<file path="src/core/ufci_pkg.sv">
// Shared constants for the UART FIFO control and interrupt status block
package ufci_pkg;

	// ----------------------------------------------------------------
	// Register offsets on the plain register port
	// ----------------------------------------------------------------
	localparam logic [2:0] UFCI_OFS_DATA = 3'h0;      // Write: tx holding, read: rx data
	localparam logic [2:0] UFCI_OFS_SETUP = 3'h2;     // Write: fifo_setup, read: interrupt_source_id
	localparam logic [2:0] UFCI_OFS_SETUP_RB = 3'h3;  // Read back of fifo_setup
	localparam logic [2:0] UFCI_OFS_TX_LEVEL = 3'h4;  // Transmit FIFO fill count
	localparam logic [2:0] UFCI_OFS_RX_LEVEL = 3'h5;  // Receive FIFO fill count

	// ----------------------------------------------------------------
	// fifo_setup field positions and reset value
	// ----------------------------------------------------------------
	localparam int UFCI_FS_EN = 0;          // FIFO enable
	localparam int UFCI_FS_RX_RST = 1;      // Receive FIFO reset, self clearing
	localparam int UFCI_FS_TX_RST = 2;      // Transmit FIFO reset, self clearing
	localparam int UFCI_FS_DMA = 3;         // DMA signalling mode
	localparam int UFCI_FS_TX_TRG = 4;      // Transmit trigger field, two bits
	localparam int UFCI_FS_RX_TRG = 6;      // Receive trigger field, two bits
	localparam logic [7:0] UFCI_SETUP_RST = 8'h00;
	localparam logic [7:0] UFCI_ISR_RST = 8'h01;

	// ----------------------------------------------------------------
	// Interrupt source codes, bits five to zero
	// ----------------------------------------------------------------
	localparam logic [5:0] UFCI_CODE_LINE = 6'h06;    // Level 1
	localparam logic [5:0] UFCI_CODE_RXDATA = 6'h04;  // Level 2
	localparam logic [5:0] UFCI_CODE_RXTO = 6'h0c;    // Level 2
	localparam logic [5:0] UFCI_CODE_TXEMPTY = 6'h02; // Level 3
	localparam logic [5:0] UFCI_CODE_MODEM = 6'h00;   // Level 4
	localparam logic [5:0] UFCI_CODE_XOFF = 6'h10;    // Level 5
	localparam logic [5:0] UFCI_CODE_FLOW = 6'h20;    // Level 6
	localparam logic [5:0] UFCI_CODE_NONE = 6'h01;    // Nothing pending

	// ----------------------------------------------------------------
	// Trigger thresholds in bytes
	// ----------------------------------------------------------------
	localparam logic [5:0] UFCI_RX_TRIG_0 = 6'h08;
	localparam logic [5:0] UFCI_RX_TRIG_1 = 6'h10;
	localparam logic [5:0] UFCI_RX_TRIG_2 = 6'h18;
	localparam logic [5:0] UFCI_RX_TRIG_3 = 6'h1c;
	localparam logic [5:0] UFCI_TX_TRIG_0 = 6'h10;
	localparam logic [5:0] UFCI_TX_TRIG_1 = 6'h08;
	localparam logic [5:0] UFCI_TX_TRIG_2 = 6'h18;
	localparam logic [5:0] UFCI_TX_TRIG_3 = 6'h1e;
	localparam int UFCI_FIFO_DEPTH = 32;

	// Block mode receive request state
	typedef enum logic [0:0] {
		UFCI_REQ_IDLE = 1'b0,
		UFCI_REQ_ACTIVE = 1'b1
	} ufci_req_e;

endpackage : ufci_pkg

</file>
<file path="src/core/ufci_core.sv">
// FIFO control, DMA request pins and prioritised interrupt status of a UART
//
// Decided for this implementation: the register offsets and the address-and-strobe port.
`timescale 1ns/1ps

module ufci_core #(
	parameter int FIFO_DEPTH = ufci_pkg::UFCI_FIFO_DEPTH
) (
	// Clock and reset
	input wire logic clk_sys,
	input wire logic sys_rst,
	// Register port
	input wire logic [2:0] reg_addr,
	input wire logic [7:0] reg_wdata,
	input wire logic reg_wr,
	input wire logic reg_rd,
	output logic [7:0] reg_rdata,
	// Transmit shift register side
	input wire logic tx_pop,
	output logic [7:0] tx_data,
	output logic tx_valid,
	// Receive shift register side
	input wire logic rx_push,
	input wire logic [7:0] rx_byte,
	// Event inputs from neighbouring logic
	input wire logic line_status_event,
	input wire logic rx_timeout_event,
	input wire logic modem_status_event,
	input wire logic xoff_detect,
	input wire logic xon_detect,
	input wire logic flow_change_event,
	input wire logic enhanced_feature_reg4,
	// DMA request pins and interrupt summary
	output logic tx_dma_request_n,
	output logic rx_dma_request_n,
	output logic int_pending
);
	import ufci_pkg::*;

	// ----------------------------------------------------------------
	// Local widths
	// ----------------------------------------------------------------
	localparam int AW = $clog2(FIFO_DEPTH);   // Pointer width
	localparam int CW = AW + 1;                // Count width, holds full depth
	localparam logic [CW-1:0] FULL_CNT = CW'(FIFO_DEPTH);
	localparam logic [CW-1:0] ONE_CNT = CW'(1);

	// Receive trigger decode
	function automatic logic [CW-1:0] rx_trig_f(input logic [1:0] sel);
		case (sel)
			2'h0: rx_trig_f = CW'(UFCI_RX_TRIG_0);
			2'h1: rx_trig_f = CW'(UFCI_RX_TRIG_1);
			2'h2: rx_trig_f = CW'(UFCI_RX_TRIG_2);
			default: rx_trig_f = CW'(UFCI_RX_TRIG_3);
		endcase
	endfunction : rx_trig_f

	// Transmit trigger decode
	function automatic logic [CW-1:0] tx_trig_f(input logic [1:0] sel);
		case (sel)
			2'h0: tx_trig_f = CW'(UFCI_TX_TRIG_0);
			2'h1: tx_trig_f = CW'(UFCI_TX_TRIG_1);
			2'h2: tx_trig_f = CW'(UFCI_TX_TRIG_2);
			default: tx_trig_f = CW'(UFCI_TX_TRIG_3);
		endcase
	endfunction : tx_trig_f

	// ----------------------------------------------------------------
	// Declarations
	// ----------------------------------------------------------------
	logic fifo_en_r;             // FIFO enable
	logic dma_mode_r;            // Block mode select
	logic [1:0] tx_trg_r;        // Transmit trigger code
	logic [1:0] rx_trg_r;        // Receive trigger code
	logic wr_setup;              // Write to fifo_setup
	logic rd_status;             // Read of interrupt_source_id
	logic tx_clr;                // Transmit FIFO flush
	logic rx_clr;                // Receive FIFO flush
	logic block_mode;            // FIFOs on and block mode
	logic [CW-1:0] cap;          // Usable FIFO capacity
	logic [CW-1:0] tx_trig;      // Decoded transmit threshold
	logic [CW-1:0] rx_trig;      // Decoded receive threshold
	logic [7:0] tx_mem [FIFO_DEPTH];
	logic [AW-1:0] tx_wr_ptr_r;
	logic [AW-1:0] tx_rd_ptr_r;
	logic [CW-1:0] tx_cnt_r;
	logic [CW-1:0] tx_cnt_nxt;
	logic [AW-1:0] tx_rd_nxt;
	logic tx_push;               // Host byte accepted
	logic tx_pop_ok;             // Shift register took a byte
	logic [7:0] rx_mem [FIFO_DEPTH];
	logic [AW-1:0] rx_wr_ptr_r;
	logic [AW-1:0] rx_rd_ptr_r;
	logic [CW-1:0] rx_cnt_r;
	logic rx_push_ok;            // Received byte stored
	logic rx_pop_ok;             // Host read a byte
	logic line_p_r;              // Pending: line status
	logic rxto_p_r;              // Pending: receive timeout
	logic txe_p_r;               // Pending: transmit below trigger
	logic modem_p_r;             // Pending: modem status
	logic xoff_p_r;              // Pending: Xoff or special character
	logic flow_p_r;              // Pending: flow line change
	logic rx_data_lvl;           // Receive data at threshold
	logic tx_low;                // Transmit fill below threshold
	logic tx_low_d_r;            // Previous tx_low for edge
	logic [5:0] isr_code;        // Live highest source code
	ufci_req_e rx_req_r;         // Block mode receive state
	ufci_req_e rx_req_nxt;

	// ----------------------------------------------------------------
	// Register decode
	// ----------------------------------------------------------------
	assign wr_setup = reg_wr && (reg_addr == UFCI_OFS_SETUP);
	assign rd_status = reg_rd && (reg_addr == UFCI_OFS_SETUP);
	// Flush on reset bit written with enable set, or when the enable bit changes
	assign tx_clr = wr_setup && ((reg_wdata[UFCI_FS_EN] && reg_wdata[UFCI_FS_TX_RST]) ||
		(reg_wdata[UFCI_FS_EN] != fifo_en_r));
	assign rx_clr = wr_setup && ((reg_wdata[UFCI_FS_EN] && reg_wdata[UFCI_FS_RX_RST]) ||
		(reg_wdata[UFCI_FS_EN] != fifo_en_r));
	assign block_mode = fifo_en_r && dma_mode_r;
	// Without FIFOs each side holds one byte
	assign cap = fifo_en_r ? FULL_CNT : ONE_CNT;
	assign tx_trig = tx_trig_f(tx_trg_r);
	assign rx_trig = rx_trig_f(rx_trg_r);

	// ----------------------------------------------------------------
	// fifo_setup register
	// ----------------------------------------------------------------
	// Reset bits are pulses only and never stored
	always_ff @(posedge clk_sys) begin
		if (sys_rst) begin
			fifo_en_r <= UFCI_SETUP_RST[UFCI_FS_EN];
			dma_mode_r <= UFCI_SETUP_RST[UFCI_FS_DMA];
			tx_trg_r <= UFCI_SETUP_RST[UFCI_FS_TX_TRG +: 2];
			rx_trg_r <= UFCI_SETUP_RST[UFCI_FS_RX_TRG +: 2];
		end else if (wr_setup) begin
			fifo_en_r <= reg_wdata[UFCI_FS_EN];
			// Other fields only taken with enable set
			if (reg_wdata[UFCI_FS_EN]) begin
				dma_mode_r <= reg_wdata[UFCI_FS_DMA];
				tx_trg_r <= reg_wdata[UFCI_FS_TX_TRG +: 2];
				rx_trg_r <= reg_wdata[UFCI_FS_RX_TRG +: 2];
			end
		end
	end

	// ----------------------------------------------------------------
	// Transmit FIFO
	// ----------------------------------------------------------------
	assign tx_push = reg_wr && (reg_addr == UFCI_OFS_DATA) && (tx_cnt_r < cap);
	assign tx_pop_ok = tx_pop && (tx_cnt_r != '0);
	assign tx_rd_nxt = tx_rd_ptr_r + AW'(tx_pop_ok);

	// Next fill count, flush wins
	always_comb begin
		if (tx_clr) begin
			tx_cnt_nxt = '0;
		end else begin
			tx_cnt_nxt = tx_cnt_r + CW'(tx_push) - CW'(tx_pop_ok);
		end
	end

	// Storage write
	always_ff @(posedge clk_sys) begin
		if (tx_push) begin
			tx_mem[tx_wr_ptr_r] <= reg_wdata;
		end
	end

	// Pointers and count
	always_ff @(posedge clk_sys) begin
		if (sys_rst || tx_clr) begin
			tx_wr_ptr_r <= '0;
			tx_rd_ptr_r <= '0;
			tx_cnt_r <= '0;
		end else begin
			tx_wr_ptr_r <= tx_wr_ptr_r + AW'(tx_push);
			tx_rd_ptr_r <= tx_rd_nxt;
			tx_cnt_r <= tx_cnt_nxt;
		end
	end

	// Head byte offered to the shift register
	always_ff @(posedge clk_sys) begin
		if (sys_rst) begin
			tx_valid <= 1'b0;
			tx_data <= 8'h00;
		end else begin
			tx_valid <= (tx_cnt_nxt != '0);
			// Bypass when the FIFO would otherwise be empty
			if (tx_cnt_r == CW'(tx_pop_ok)) begin
				tx_data <= reg_wdata;
			end else begin
				tx_data <= tx_mem[tx_rd_nxt];
			end
		end
	end

	// ----------------------------------------------------------------
	// Receive FIFO
	// ----------------------------------------------------------------
	assign rx_push_ok = rx_push && (rx_cnt_r < cap);
	assign rx_pop_ok = reg_rd && (reg_addr == UFCI_OFS_DATA) && (rx_cnt_r != '0);

	// Storage write
	always_ff @(posedge clk_sys) begin
		if (rx_push_ok) begin
			rx_mem[rx_wr_ptr_r] <= rx_byte;
		end
	end

	// Pointers and count, shift register untouched by flush
	always_ff @(posedge clk_sys) begin
		if (sys_rst || rx_clr) begin
			rx_wr_ptr_r <= '0;
			rx_rd_ptr_r <= '0;
			rx_cnt_r <= '0;
		end else begin
			rx_wr_ptr_r <= rx_wr_ptr_r + AW'(rx_push_ok);
			rx_rd_ptr_r <= rx_rd_ptr_r + AW'(rx_pop_ok);
			rx_cnt_r <= rx_cnt_r + CW'(rx_push_ok) - CW'(rx_pop_ok);
		end
	end

	// ----------------------------------------------------------------
	// Interrupt sources
	// ----------------------------------------------------------------
	assign rx_data_lvl = fifo_en_r ? (rx_cnt_r >= rx_trig) : (rx_cnt_r != '0);
	assign tx_low = fifo_en_r ? (tx_cnt_r < tx_trig) : (tx_cnt_r == '0);

	// Edge memory for the transmit threshold
	always_ff @(posedge clk_sys) begin
		if (sys_rst) begin
			tx_low_d_r <= 1'b0;
		end else begin
			tx_low_d_r <= tx_low;
		end
	end

	// Priority encoder, evaluated every cycle; only the winner is shown
	always_comb begin
		if (line_p_r) begin
			isr_code = UFCI_CODE_LINE;
		end else if (rx_data_lvl) begin
			isr_code = UFCI_CODE_RXDATA;
		end else if (rxto_p_r) begin
			isr_code = UFCI_CODE_RXTO;
		end else if (txe_p_r) begin
			isr_code = UFCI_CODE_TXEMPTY;
		end else if (modem_p_r) begin
			isr_code = UFCI_CODE_MODEM;
		end else if (xoff_p_r && enhanced_feature_reg4) begin
			isr_code = UFCI_CODE_XOFF;
		end else if (flow_p_r && enhanced_feature_reg4) begin
			isr_code = UFCI_CODE_FLOW;
		end else begin
			isr_code = UFCI_CODE_NONE;
		end
	end

	// Sticky sources: set wins, status read clears only the code it returned
	always_ff @(posedge clk_sys) begin
		if (sys_rst) begin
			line_p_r <= 1'b0;
			rxto_p_r <= 1'b0;
			txe_p_r <= 1'b0;
			modem_p_r <= 1'b0;
			flow_p_r <= 1'b0;
		end else begin
			if (line_status_event) begin
				line_p_r <= 1'b1;
			end else if (rd_status && isr_code == UFCI_CODE_LINE) begin
				line_p_r <= 1'b0;
			end
			if (rx_timeout_event) begin
				rxto_p_r <= 1'b1;
			end else if (rx_pop_ok || (rd_status && isr_code == UFCI_CODE_RXTO)) begin
				rxto_p_r <= 1'b0;
			end
			if (tx_low && !tx_low_d_r) begin
				txe_p_r <= 1'b1;
			end else if (tx_push || (rd_status && isr_code == UFCI_CODE_TXEMPTY)) begin
				txe_p_r <= 1'b0;
			end
			if (modem_status_event) begin
				modem_p_r <= 1'b1;
			end else if (rd_status && isr_code == UFCI_CODE_MODEM) begin
				modem_p_r <= 1'b0;
			end
			if (flow_change_event && enhanced_feature_reg4) begin
				flow_p_r <= 1'b1;
			end else if (rd_status && isr_code == UFCI_CODE_FLOW) begin
				flow_p_r <= 1'b0;
			end
		end
	end

	// Xoff status ignores reads, only Xon ends it
	always_ff @(posedge clk_sys) begin
		if (sys_rst) begin
			xoff_p_r <= 1'b0;
		end else if (xoff_detect && enhanced_feature_reg4) begin
			xoff_p_r <= 1'b1;
		end else if (xon_detect) begin
			xoff_p_r <= 1'b0;
		end
	end

	// Interrupt summary
	always_ff @(posedge clk_sys) begin
		if (sys_rst) begin
			int_pending <= 1'b0;
		end else begin
			int_pending <= (isr_code != UFCI_CODE_NONE);
		end
	end

	// ----------------------------------------------------------------
	// DMA request pins
	// ----------------------------------------------------------------
	// Transmit request: hysteresis in block mode, empty test otherwise
	always_ff @(posedge clk_sys) begin
		if (sys_rst) begin
			tx_dma_request_n <= 1'b0;
		end else if (block_mode) begin
			if (tx_cnt_r >= FULL_CNT) begin
				tx_dma_request_n <= 1'b1;
			end else if (tx_cnt_r <= tx_trig) begin
				tx_dma_request_n <= 1'b0;
			end
		end else begin
			tx_dma_request_n <= (tx_cnt_r != '0);
		end
	end

	// Receive request state
	always_comb begin
		case (rx_req_r)
			UFCI_REQ_IDLE: begin
				if (block_mode && (rx_cnt_r >= rx_trig || rx_timeout_event)) begin
					rx_req_nxt = UFCI_REQ_ACTIVE;
				end else begin
					rx_req_nxt = UFCI_REQ_IDLE;
				end
			end
			UFCI_REQ_ACTIVE: begin
				if (!block_mode || rx_cnt_r == '0) begin
					rx_req_nxt = UFCI_REQ_IDLE;
				end else begin
					rx_req_nxt = UFCI_REQ_ACTIVE;
				end
			end
			default: rx_req_nxt = UFCI_REQ_IDLE;
		endcase
	end

	// Receive request pin
	always_ff @(posedge clk_sys) begin
		if (sys_rst) begin
			rx_req_r <= UFCI_REQ_IDLE;
			rx_dma_request_n <= 1'b1;
		end else begin
			rx_req_r <= rx_req_nxt;
			if (block_mode) begin
				rx_dma_request_n <= (rx_req_nxt != UFCI_REQ_ACTIVE);
			end else begin
				rx_dma_request_n <= (rx_cnt_r == '0);
			end
		end
	end

	// ----------------------------------------------------------------
	// Read data, valid only in the cycle after the strobe
	// ----------------------------------------------------------------
	always_ff @(posedge clk_sys) begin
		if (sys_rst) begin
			reg_rdata <= 8'h00;
		end else if (reg_rd) begin
			case (reg_addr)
				UFCI_OFS_DATA: reg_rdata <= (rx_cnt_r != '0) ? rx_mem[rx_rd_ptr_r] : 8'h00;
				// Code captured at the strobe
				UFCI_OFS_SETUP: reg_rdata <= {fifo_en_r, fifo_en_r, isr_code};
				UFCI_OFS_SETUP_RB: reg_rdata <= {rx_trg_r, tx_trg_r, dma_mode_r, 2'b00, fifo_en_r};
				UFCI_OFS_TX_LEVEL: reg_rdata <= 8'(tx_cnt_r);
				UFCI_OFS_RX_LEVEL: reg_rdata <= 8'(rx_cnt_r);
				default: reg_rdata <= 8'h00;
			endcase
		end else begin
			reg_rdata <= 8'h00;
		end
	end

endmodule : ufci_core

</file>
<file path="config.mk">
export PLATFORM = sky130hd
export DESIGN_NAME = ufci_core
export DESIGN_NICKNAME = d
export VERILOG_FILES = /design/src/core/ufci_pkg.sv /design/src/core/ufci_core.sv
export SDC_FILE = /design/constraint.sdc
export NUM_CORES = 1
export LEC_CHECK = 0
export BUFFER_PORTS_ARGS = -buffer_cell sky130_fd_sc_hd__buf_2
export CAP_MARGIN = 25
export CELL_PAD_IN_SITES_DETAIL_PLACEMENT = 1
export CELL_PAD_IN_SITES_GLOBAL_PLACEMENT = 1
export CORE_MARGIN = 1.5
export CORE_UTILIZATION = 30
export CTS_CLUSTER_SIZE = 25
export DETAILED_ROUTE_END_ITERATION = 8
export PLACE_DENSITY_LB_ADDON = 0.1
export SYNTH_ARGS = -nofsm -noshare
export SYNTH_HDL_FRONTEND = slang
export SYNTH_SLANG_ARGS = --single-unit
</file>
<file path="constraint.sdc">
create_clock -name clk_sys -period 5.3 [get_ports clk_sys]
set_clock_uncertainty 0.15 [all_clocks]
set_input_delay 0.53 -clock clk_sys [delete_from_list [all_inputs] [get_ports clk_sys]]
set_output_delay 0.53 -clock clk_sys [all_outputs]
set_load 0.03 [all_outputs]
</file>
# [After elaboration in Yosys (flattened, before gate mapping)]
# Memories as Yosys holds them, arrays and structs flattened. A register that Yosys moved wholly into a read port is not among the register bits.
# Index checks and enable logic that the tools add are counted.
[classes] addsub=8 magnitude_cmp=6 eq_ne=16 mux=40 bitwise=3 reduce_logical=51
[ops] cell="$mux 6" count=9
[ops] cell="$pmux 8 s5" count=1
[ops] cell="$pmux 5 s3" count=2
[ops] cell="$logic_and 1x1->1" count=24
[ops] cell="$mux 1" count=24
[ops] cell="$add 5x1->5" count=4
[ops] cell="$logic_not 6->1" count=3
[ops] cell="$lt 6x6->1" count=3
[ops] cell="$reduce_bool 6->1" count=3
[ops] cell="$mux 8" count=2
[ops] cell="$add 6x1->6" count=2
[ops] cell="$reduce_bool 2->1" count=6
[ops] cell="$sub 6x1->6" count=2
[ops] cell="$logic_or 1x1->1" count=8
[ops] cell="$eq 3x2->1 const B" count=2
[ops] cell="$eq 3x3->1 const B" count=2
[ops] cell="$eq 6x1->1" count=1
[ops] cell="$eq 6x2->1 const B" count=1
[ops] cell="$eq 6x3->1 const B" count=1
[ops] cell="$eq 6x4->1 const B" count=1
[ops] cell="$eq 6x6->1 const B" count=1
[ops] cell="$ge 6x6->1" count=1
[ops] cell="$ge 6x6->1 const B" count=1
[ops] cell="$le 6x6->1" count=1
[ops] cell="other kinds (13)" count=19
[totals] reg_bits=66 ramBits=512 in_bits=32 out_inout_bits=20 wordCells=150 mem_count=2
[mem_list] name="rx_mem" words=32 width=8 read_ports=1 rd_ports_with_merged_regs=1 write_ports=1 line="ufci_core.sv:91" text="logic [7:0] rx_mem [FIFO_DEPTH];"
[mem_list] name="tx_mem" words=32 width=8 read_ports=1 rd_ports_with_merged_regs=0 write_ports=1 line="ufci_core.sv:83" text="logic [7:0] tx_mem [FIFO_DEPTH];"

# [Logic depth before layout (Yosys ltp)]
[depth] ltp_word=13 depth_mapped=17 mapped_depth_nobuf=17

# [Worst setup path before layout]
# No wires, ideal clock.
[synth_path] path_type="input to register" start="input reg_addr[2]" end="register tx_valid" setup_ns=0.137 t_arrival_ns=2.842 t_required_ns=5.013 path_slack_ns=2.171 path_stages=15 n_path_buf=1 path_cell_list="buf_2 > nor3_2 > nand3b_1 > a21oi_2 > inv_1 > ha_1 > inv_1 > ha_1 > fa_1 > a21oi_1 > nor2_1 > nor2_1 > xor2_1 > and2_1 > a41oi_1"
[synth_via] elab_chain_len=7 word_cells_on_any_way=10 classes_between="add/sub: 2; eq/ne: 1; mux: 1; reduce/logical: 6"
[synth_rtl] element="start, declared" line="ufci_core.sv:13" text="input wire logic [2:0] reg_addr,"
[synth_rtl] element="$logic_not 3->1" line="ufci_core.sv:150" text="assign tx_push = reg_wr && (reg_addr == UFCI_OFS_DATA) && (tx_cnt_r < cap);"
[synth_rtl] element="$logic_and 1x1->1 (2 in a row)" line="ufci_core.sv:150"
[synth_rtl] element="$add 6x1->6" line="ufci_core.sv:159" text="tx_cnt_nxt = tx_cnt_r + CW'(tx_push) - CW'(tx_pop_ok);"
[synth_rtl] element="$sub 6x1->6" line="ufci_core.sv:159"
[synth_rtl] element="$mux 6 (*)" line="ufci_core.sv:156" text="if (tx_clr) begin"
[synth_rtl] element="$reduce_bool 6->1 (*)" line="ufci_core.sv:189" text="tx_valid <= (tx_cnt_nxt != '0);"
[synth_rtl] element="end signal, assigned" line="ufci_core.sv:189"
[synth_rtl] element="end, declared" line="ufci_core.sv:21" text="output logic tx_valid,"
# Every way passes the cells marked *; elsewhere a longest branch is shown, timed or not.
# A chain may end at the register's enable or synchronous reset.

# [Worst setup path after layout]
[layout_path] start="register tx_cnt_r[3]" end="register tx_data[4]"
[layout_via] elab_chain_len=5 word_cells_on_any_way=6 classes_between="add/sub: 1; eq/ne: 1; mux: 1; reduce/logical: 2; memory: 1"
[layout_rtl] element="start, declared" line="ufci_core.sv:86" text="logic [CW-1:0] tx_cnt_r;"
[layout_rtl] element="start signal, assigned" line="ufci_core.sv:179" text="tx_cnt_r <= tx_cnt_nxt;"
[layout_rtl] element="$reduce_bool 6->1" line="ufci_core.sv:151" text="assign tx_pop_ok = tx_pop && (tx_cnt_r != '0);"
[layout_rtl] element="$logic_and 1x1->1" line="ufci_core.sv:151"
[layout_rtl] element="$add 5x1->5" line="ufci_core.sv:152" text="assign tx_rd_nxt = tx_rd_ptr_r + AW'(tx_pop_ok);"
[layout_rtl] element="$mem_v2 32x8"
[layout_rtl] element="$mux 8 (*)" line="ufci_core.sv:191" text="if (tx_cnt_r == CW'(tx_pop_ok)) begin"
[layout_rtl] element="end signal, assigned" line="ufci_core.sv:192" text="tx_data <= reg_wdata;"
[layout_rtl] element="end signal, assigned" line="ufci_core.sv:194" text="tx_data <= tx_mem[tx_rd_nxt];"
[layout_rtl] element="end, declared" line="ufci_core.sv:20" text="output logic [7:0] tx_data,"
# Marked as above.

==> results by group <==
Route
  • Final routed wire length divided by cell count: around 25 um
  • Antenna-violating nets left: 0
  • Total iterations of the first detailed-routing run: 4
  • Via count of the routed design: roughly 12000
  • Number of DRC markers after the initial detailed-route iteration: approximately 640
  • Routed vias/inst: ~4.8
  • Sum of routed wire length over all layers: ~63000 um
  • Number of remaining DRC errors: 0

Timing
  • Final period util: between 70% and 80%
  • Pins Over Slew Limit: 0
  • RSZ-0062 raised after global routing: false
  • Normalized max-slew margin: 34.43%
  • Final hold viol count: 0
  • Post-layout min period: ~4 ns
  • Setup Viol. Count Final: 0
  • Slew at the pin closest to its max-slew limit: around 0.98 ns
  • Final total negative setup slack: 0 ns
  • Fmax achieved: 250.5 MHz
  • Post-Route Hold Slack: ~0.035 ns

Synthesis
  • Syn Inst Count: ~1300
  • Synthesized-area fraction occupied by xor and xnor cells: less than 1%
  • Synthesized Nets: 1380
  • Largest family of logic cells by synthesized area: multiplexers
  • Most instantiated flip-flop cell in the synthesis netlist: edfxtp_1
  • Combined area of all synthesized cells: roughly 0.023 mm2
  • Register bit total from synthesis: 578
  • Post-synth EDFFs: between 500 and 600
  • Area share of fa/ha/maj cells after synthesis: under 10%
  • Share of synthesized cell area in and, or, nand and nor gates: roughly 5.5%
  • Share of synthesized area spent on multiplexers: 14.78%
  • Average cell area after synthesis: 17.87 um2
  • Cells taking the most area after synthesis: edfxtp_1 66%, mux4_2 10%, dfxtp_1 5.6%, mux2i_1 3.8%, nor2_1 2.0%
  • Share of the synthesized area in the top cell type: between 60 and 70%
  • Top cell type by total area after synthesis: edfxtp_1
  • Compound-Gate Fraction of Synth Area: 3.445%
  • Distinct cell type count of the synthesized netlist: between 60 and 70
  • Yosys warns: 0
  • Async set or reset register ratio after synthesis: 0%
  • Proportion of synthesized chip area in sequential cells: 71.27%

Floorplanning
  • Number of core rows: a little over 100
  • Die X-Extent: around 280 um
  • Die Span Y: about 280 um
  • Starting density of the core: 30.29%
  • Core ar.: 0.07734 mm2
  • Number of primary I/O pins: 52
  • Die outline area: roughly 0.080 mm2

Critical path
  • Internal reg-to-reg setup slack: between 1 and 1.5 ns
  • Critical Setup Path Class: flip-flop to flip-flop
  • R2R cell count: 14
  • Arrival time at the worst endpoint: roughly 4.3 ns
  • Endpoint required time on the critical path: about 5.6 ns
  • Crit path largest cell delay: 0.64 ns
  • Cell breakdown of the critical path: inv_1 -> ha_1 -> nor2b_2 -> and2b_1 -> nand2_1 -> and2_1 -> ha_4 -> nand3_1 -> xor2_4 -> buf_4 -> mux2i_1 -> o22ai_1 -> nor3_1 -> nor3_1
  • Kind of launch point of the worst setup path: flip-flop
  • Dominant cell type by count on the critical path: nor3_1
  • Worst-path cell with the longest stage delay: xor2_4
  • Maximum fanout encountered on the critical timing path: 20
  • Worst R2R End: tx_data[4]
  • Crit Reg-Reg Startpoint: tx_cnt_r[3]
  • Crit end category: flip-flop

Finish
  • Finished layout cell area: 0.02724 mm2
  • Diodes inserted: 0
  • Area Overhead vs Synth: 16.30%
  • Post-layout net count: 1476
  • Layout filler cell count: 7754
  • Share of final-layout standard cells stronger than drive strength 1: 21.32%

GRT
  • Total congestion overflow after global routing: 0
  • Largest net degree at the start of global routing: 38
  • Global routing met1 resource utilization: 20.92%
  • Vias in the first global route: between 10000 and 15000
  • Met3 global-route usage: 2.420%
  • Global route hottest layer: met2
  • First-pass GRT wire length: around 93000 um
  • Number of antenna violations at the first check in global routing: 1
  • Global routing usage summed across all routing layers: roughly 16%
  • Met2 capacity usage during global routing: ~28%

Placed design
  • Detailed placer's ending HPWL: around 41000 um
  • Post-Place Cell Area: about 0.025 mm2
  • Number of I/O port buffers: 51
  • Final weighted congestion of routability-driven global placement: 0.7247

Clocking
  • Max Buffers Root-to-Sink: 3
  • CTS tree: yes
  • CTS Sinks: a little under 600
  • Master cell of the clock root buffer: clkbuf_16
  • H-tree depth reported by CTS: 3
  • Setup bufs post-CTS: 0
  • CTS clock-pin slew for the worst setup and hold paths: ~0.06 ns
  • Clock latency on the worst-skew pair: about 0.60 ns
  • Number of buffers created by CTS: just under 70

Power and ir drop
  • Total power divided by cell area: around 460 mW/mm2
  • Leakage power: 8.833 nW
  • Maximum vdd ir drop: between 0.2 and 0.3 mV
  • Sum of internal, switching and leakage power: about 0.012 W

Worst hold path
  • Hold Crit Depth: 3
  • Endpoint of the worst hold-timing path: xoff_p_r
  • Launch instance of the worst min-delay path: xoff_detect
  • Min-delay worst type: input port to flip-flop

Flow run
  • Number of max-cap violations: 0

Run status
  • Status: complete, no violations
## cells by family (layout without fill, tap and decap cells)
group | Yosys count | in the layout
buffers and inverters | 81 | 229
adders and majority gates | 37 | 37
xor gates and xnor gates | 21 | 21
muxes | 203 | 203
and+or+nand+nor | 265 | 265
DFF | 578 | 578
AOI/OAI and AO/OA | 126 | 126
## cells in the final DEF, fill, tap and decap left out, types with 9 or more instances in the layout
cell	count
clkbuf_16	73
buf_2	51
buf_4	23
dfxtp_1	63
nand2_1	25
clkbuf_1	16
o21ai_0	23
a21oi_1	28
nor3_1	21
nor2_1	126
mux4_2	109
inv_1	20
o22ai_1	23
xnor2_1	11
edfxtp_1	512
and2_1	16
nand3b_1	16
xor2_1	9
mux2i_1	88
clkinv_1	9
nand3_1	27
ha_1	33
## routing by layer
metal / routed length, um / up-vias / share of wire [%]
met5: 0 / - / 0
met4: 1657 / 0 / 2.6
met3: 1617 / 100 / 2.6
met2: 32050 / 172 / 51
met1: 27860 / 6338 / 44
li1: - / 5420 / -
## sequential cells by signal (all words and copies together) (netlist names), 2 cells and up
name and flops:
rx_trg_r 2, rx_wr_ptr_r 5, tx_mem 256, reg_rdata 8, tx_trg_r 2, rx_rd_ptr_r 5, tx_data 8, tx_wr_ptr_r 5
tx_cnt_r 6, rx_cnt_r 6, rx_mem 256, tx_rd_ptr_r 5
## critical path, delay by kind of cell (launching register included)
kind	cells	cell delay [ns]
and+or+nand+nor	7	1.14
xor gates and xnor gates	1	0.64
buffers and inverters	2	0.61
DFF	1	0.40
muxes	1	0.36
adders and majority gates	2	0.33
AOI/OAI and AO/OA	1	0.18
## worst max-delay path by stage
stage                 endpoint  slack (ns)         from
floorplan             tx_valid        2.17  reg_addr[2]
global placement    tx_data[4]        1.26  tx_cnt_r[2]
detailed placement  tx_data[4]        1.25  tx_cnt_r[2]
CTS                 tx_data[4]        1.25  tx_cnt_r[2]
global route        tx_data[4]        1.00  tx_cnt_r[3]
finish              tx_data[4]        1.31  tx_cnt_r[3]
## cells in the mapped netlist (20+ instances only)
| cell | instances |
|---|---|
| a21oi_1 | 28 |
| nor2_1 | 126 |
| o22ai_1 | 23 |
| nand2_1 | 25 |
| nor3_1 | 21 |
| ha_1 | 35 |
| edfxtp_1 | 512 |
| inv_1 | 20 |
| dfxtp_1 | 66 |
| mux4_2 | 109 |
| nand3_1 | 27 |
| mux2i_1 | 88 |
| o21ai_0 | 23 |
## power by group
| group | internal (W) | total (W) | switching (W) |
|---|---|---|---|
| Combinational | 0.00107 | 0.00240 | 0.00132 |
| Sequential | 0.00510 | 0.00522 | 0.000126 |
| Clock | 0.00297 | 0.00485 | 0.00188 |
| Total | 0.00914 | 0.0125 | 0.00333 |
## layout make-up
cell class / count / area (um2) / area share (%)
clock buffers: 97 / 1997 / 7.330
well taps: 1040 / 1301 / 4.776
repair buffers: 85 / 575.6 / 2.113
inverters: 21 / 78.83 / 0.2893
flip-flops and latches: 578 / 16700 / 61.31
clock inverters: 26 / 329.1 / 1.208
multi-input cells: 652 / 6260 / 22.98
## metrics by stage
stage / setup WS (ns) / std cells / util, %
global placement: 1.265 / 2363 / 32.06
finish: 1.308 / 2499 / 35.23
global route: 1.003 / 2499 / 35.23
CTS: 1.248 / 2498 / 35.22
floorplan: 2.171 / 1311 / -
detailed placement: 1.252 / 2373 / 32.18
## what timing repair did
action                                 in CTS  in global routing
endpoints found under the hold margin       2                  0
hold buffers                                2                  0
setup endpoints to repair                   0                  0
resized for setup                           0                  0
(Power assumes the default switching activity.)
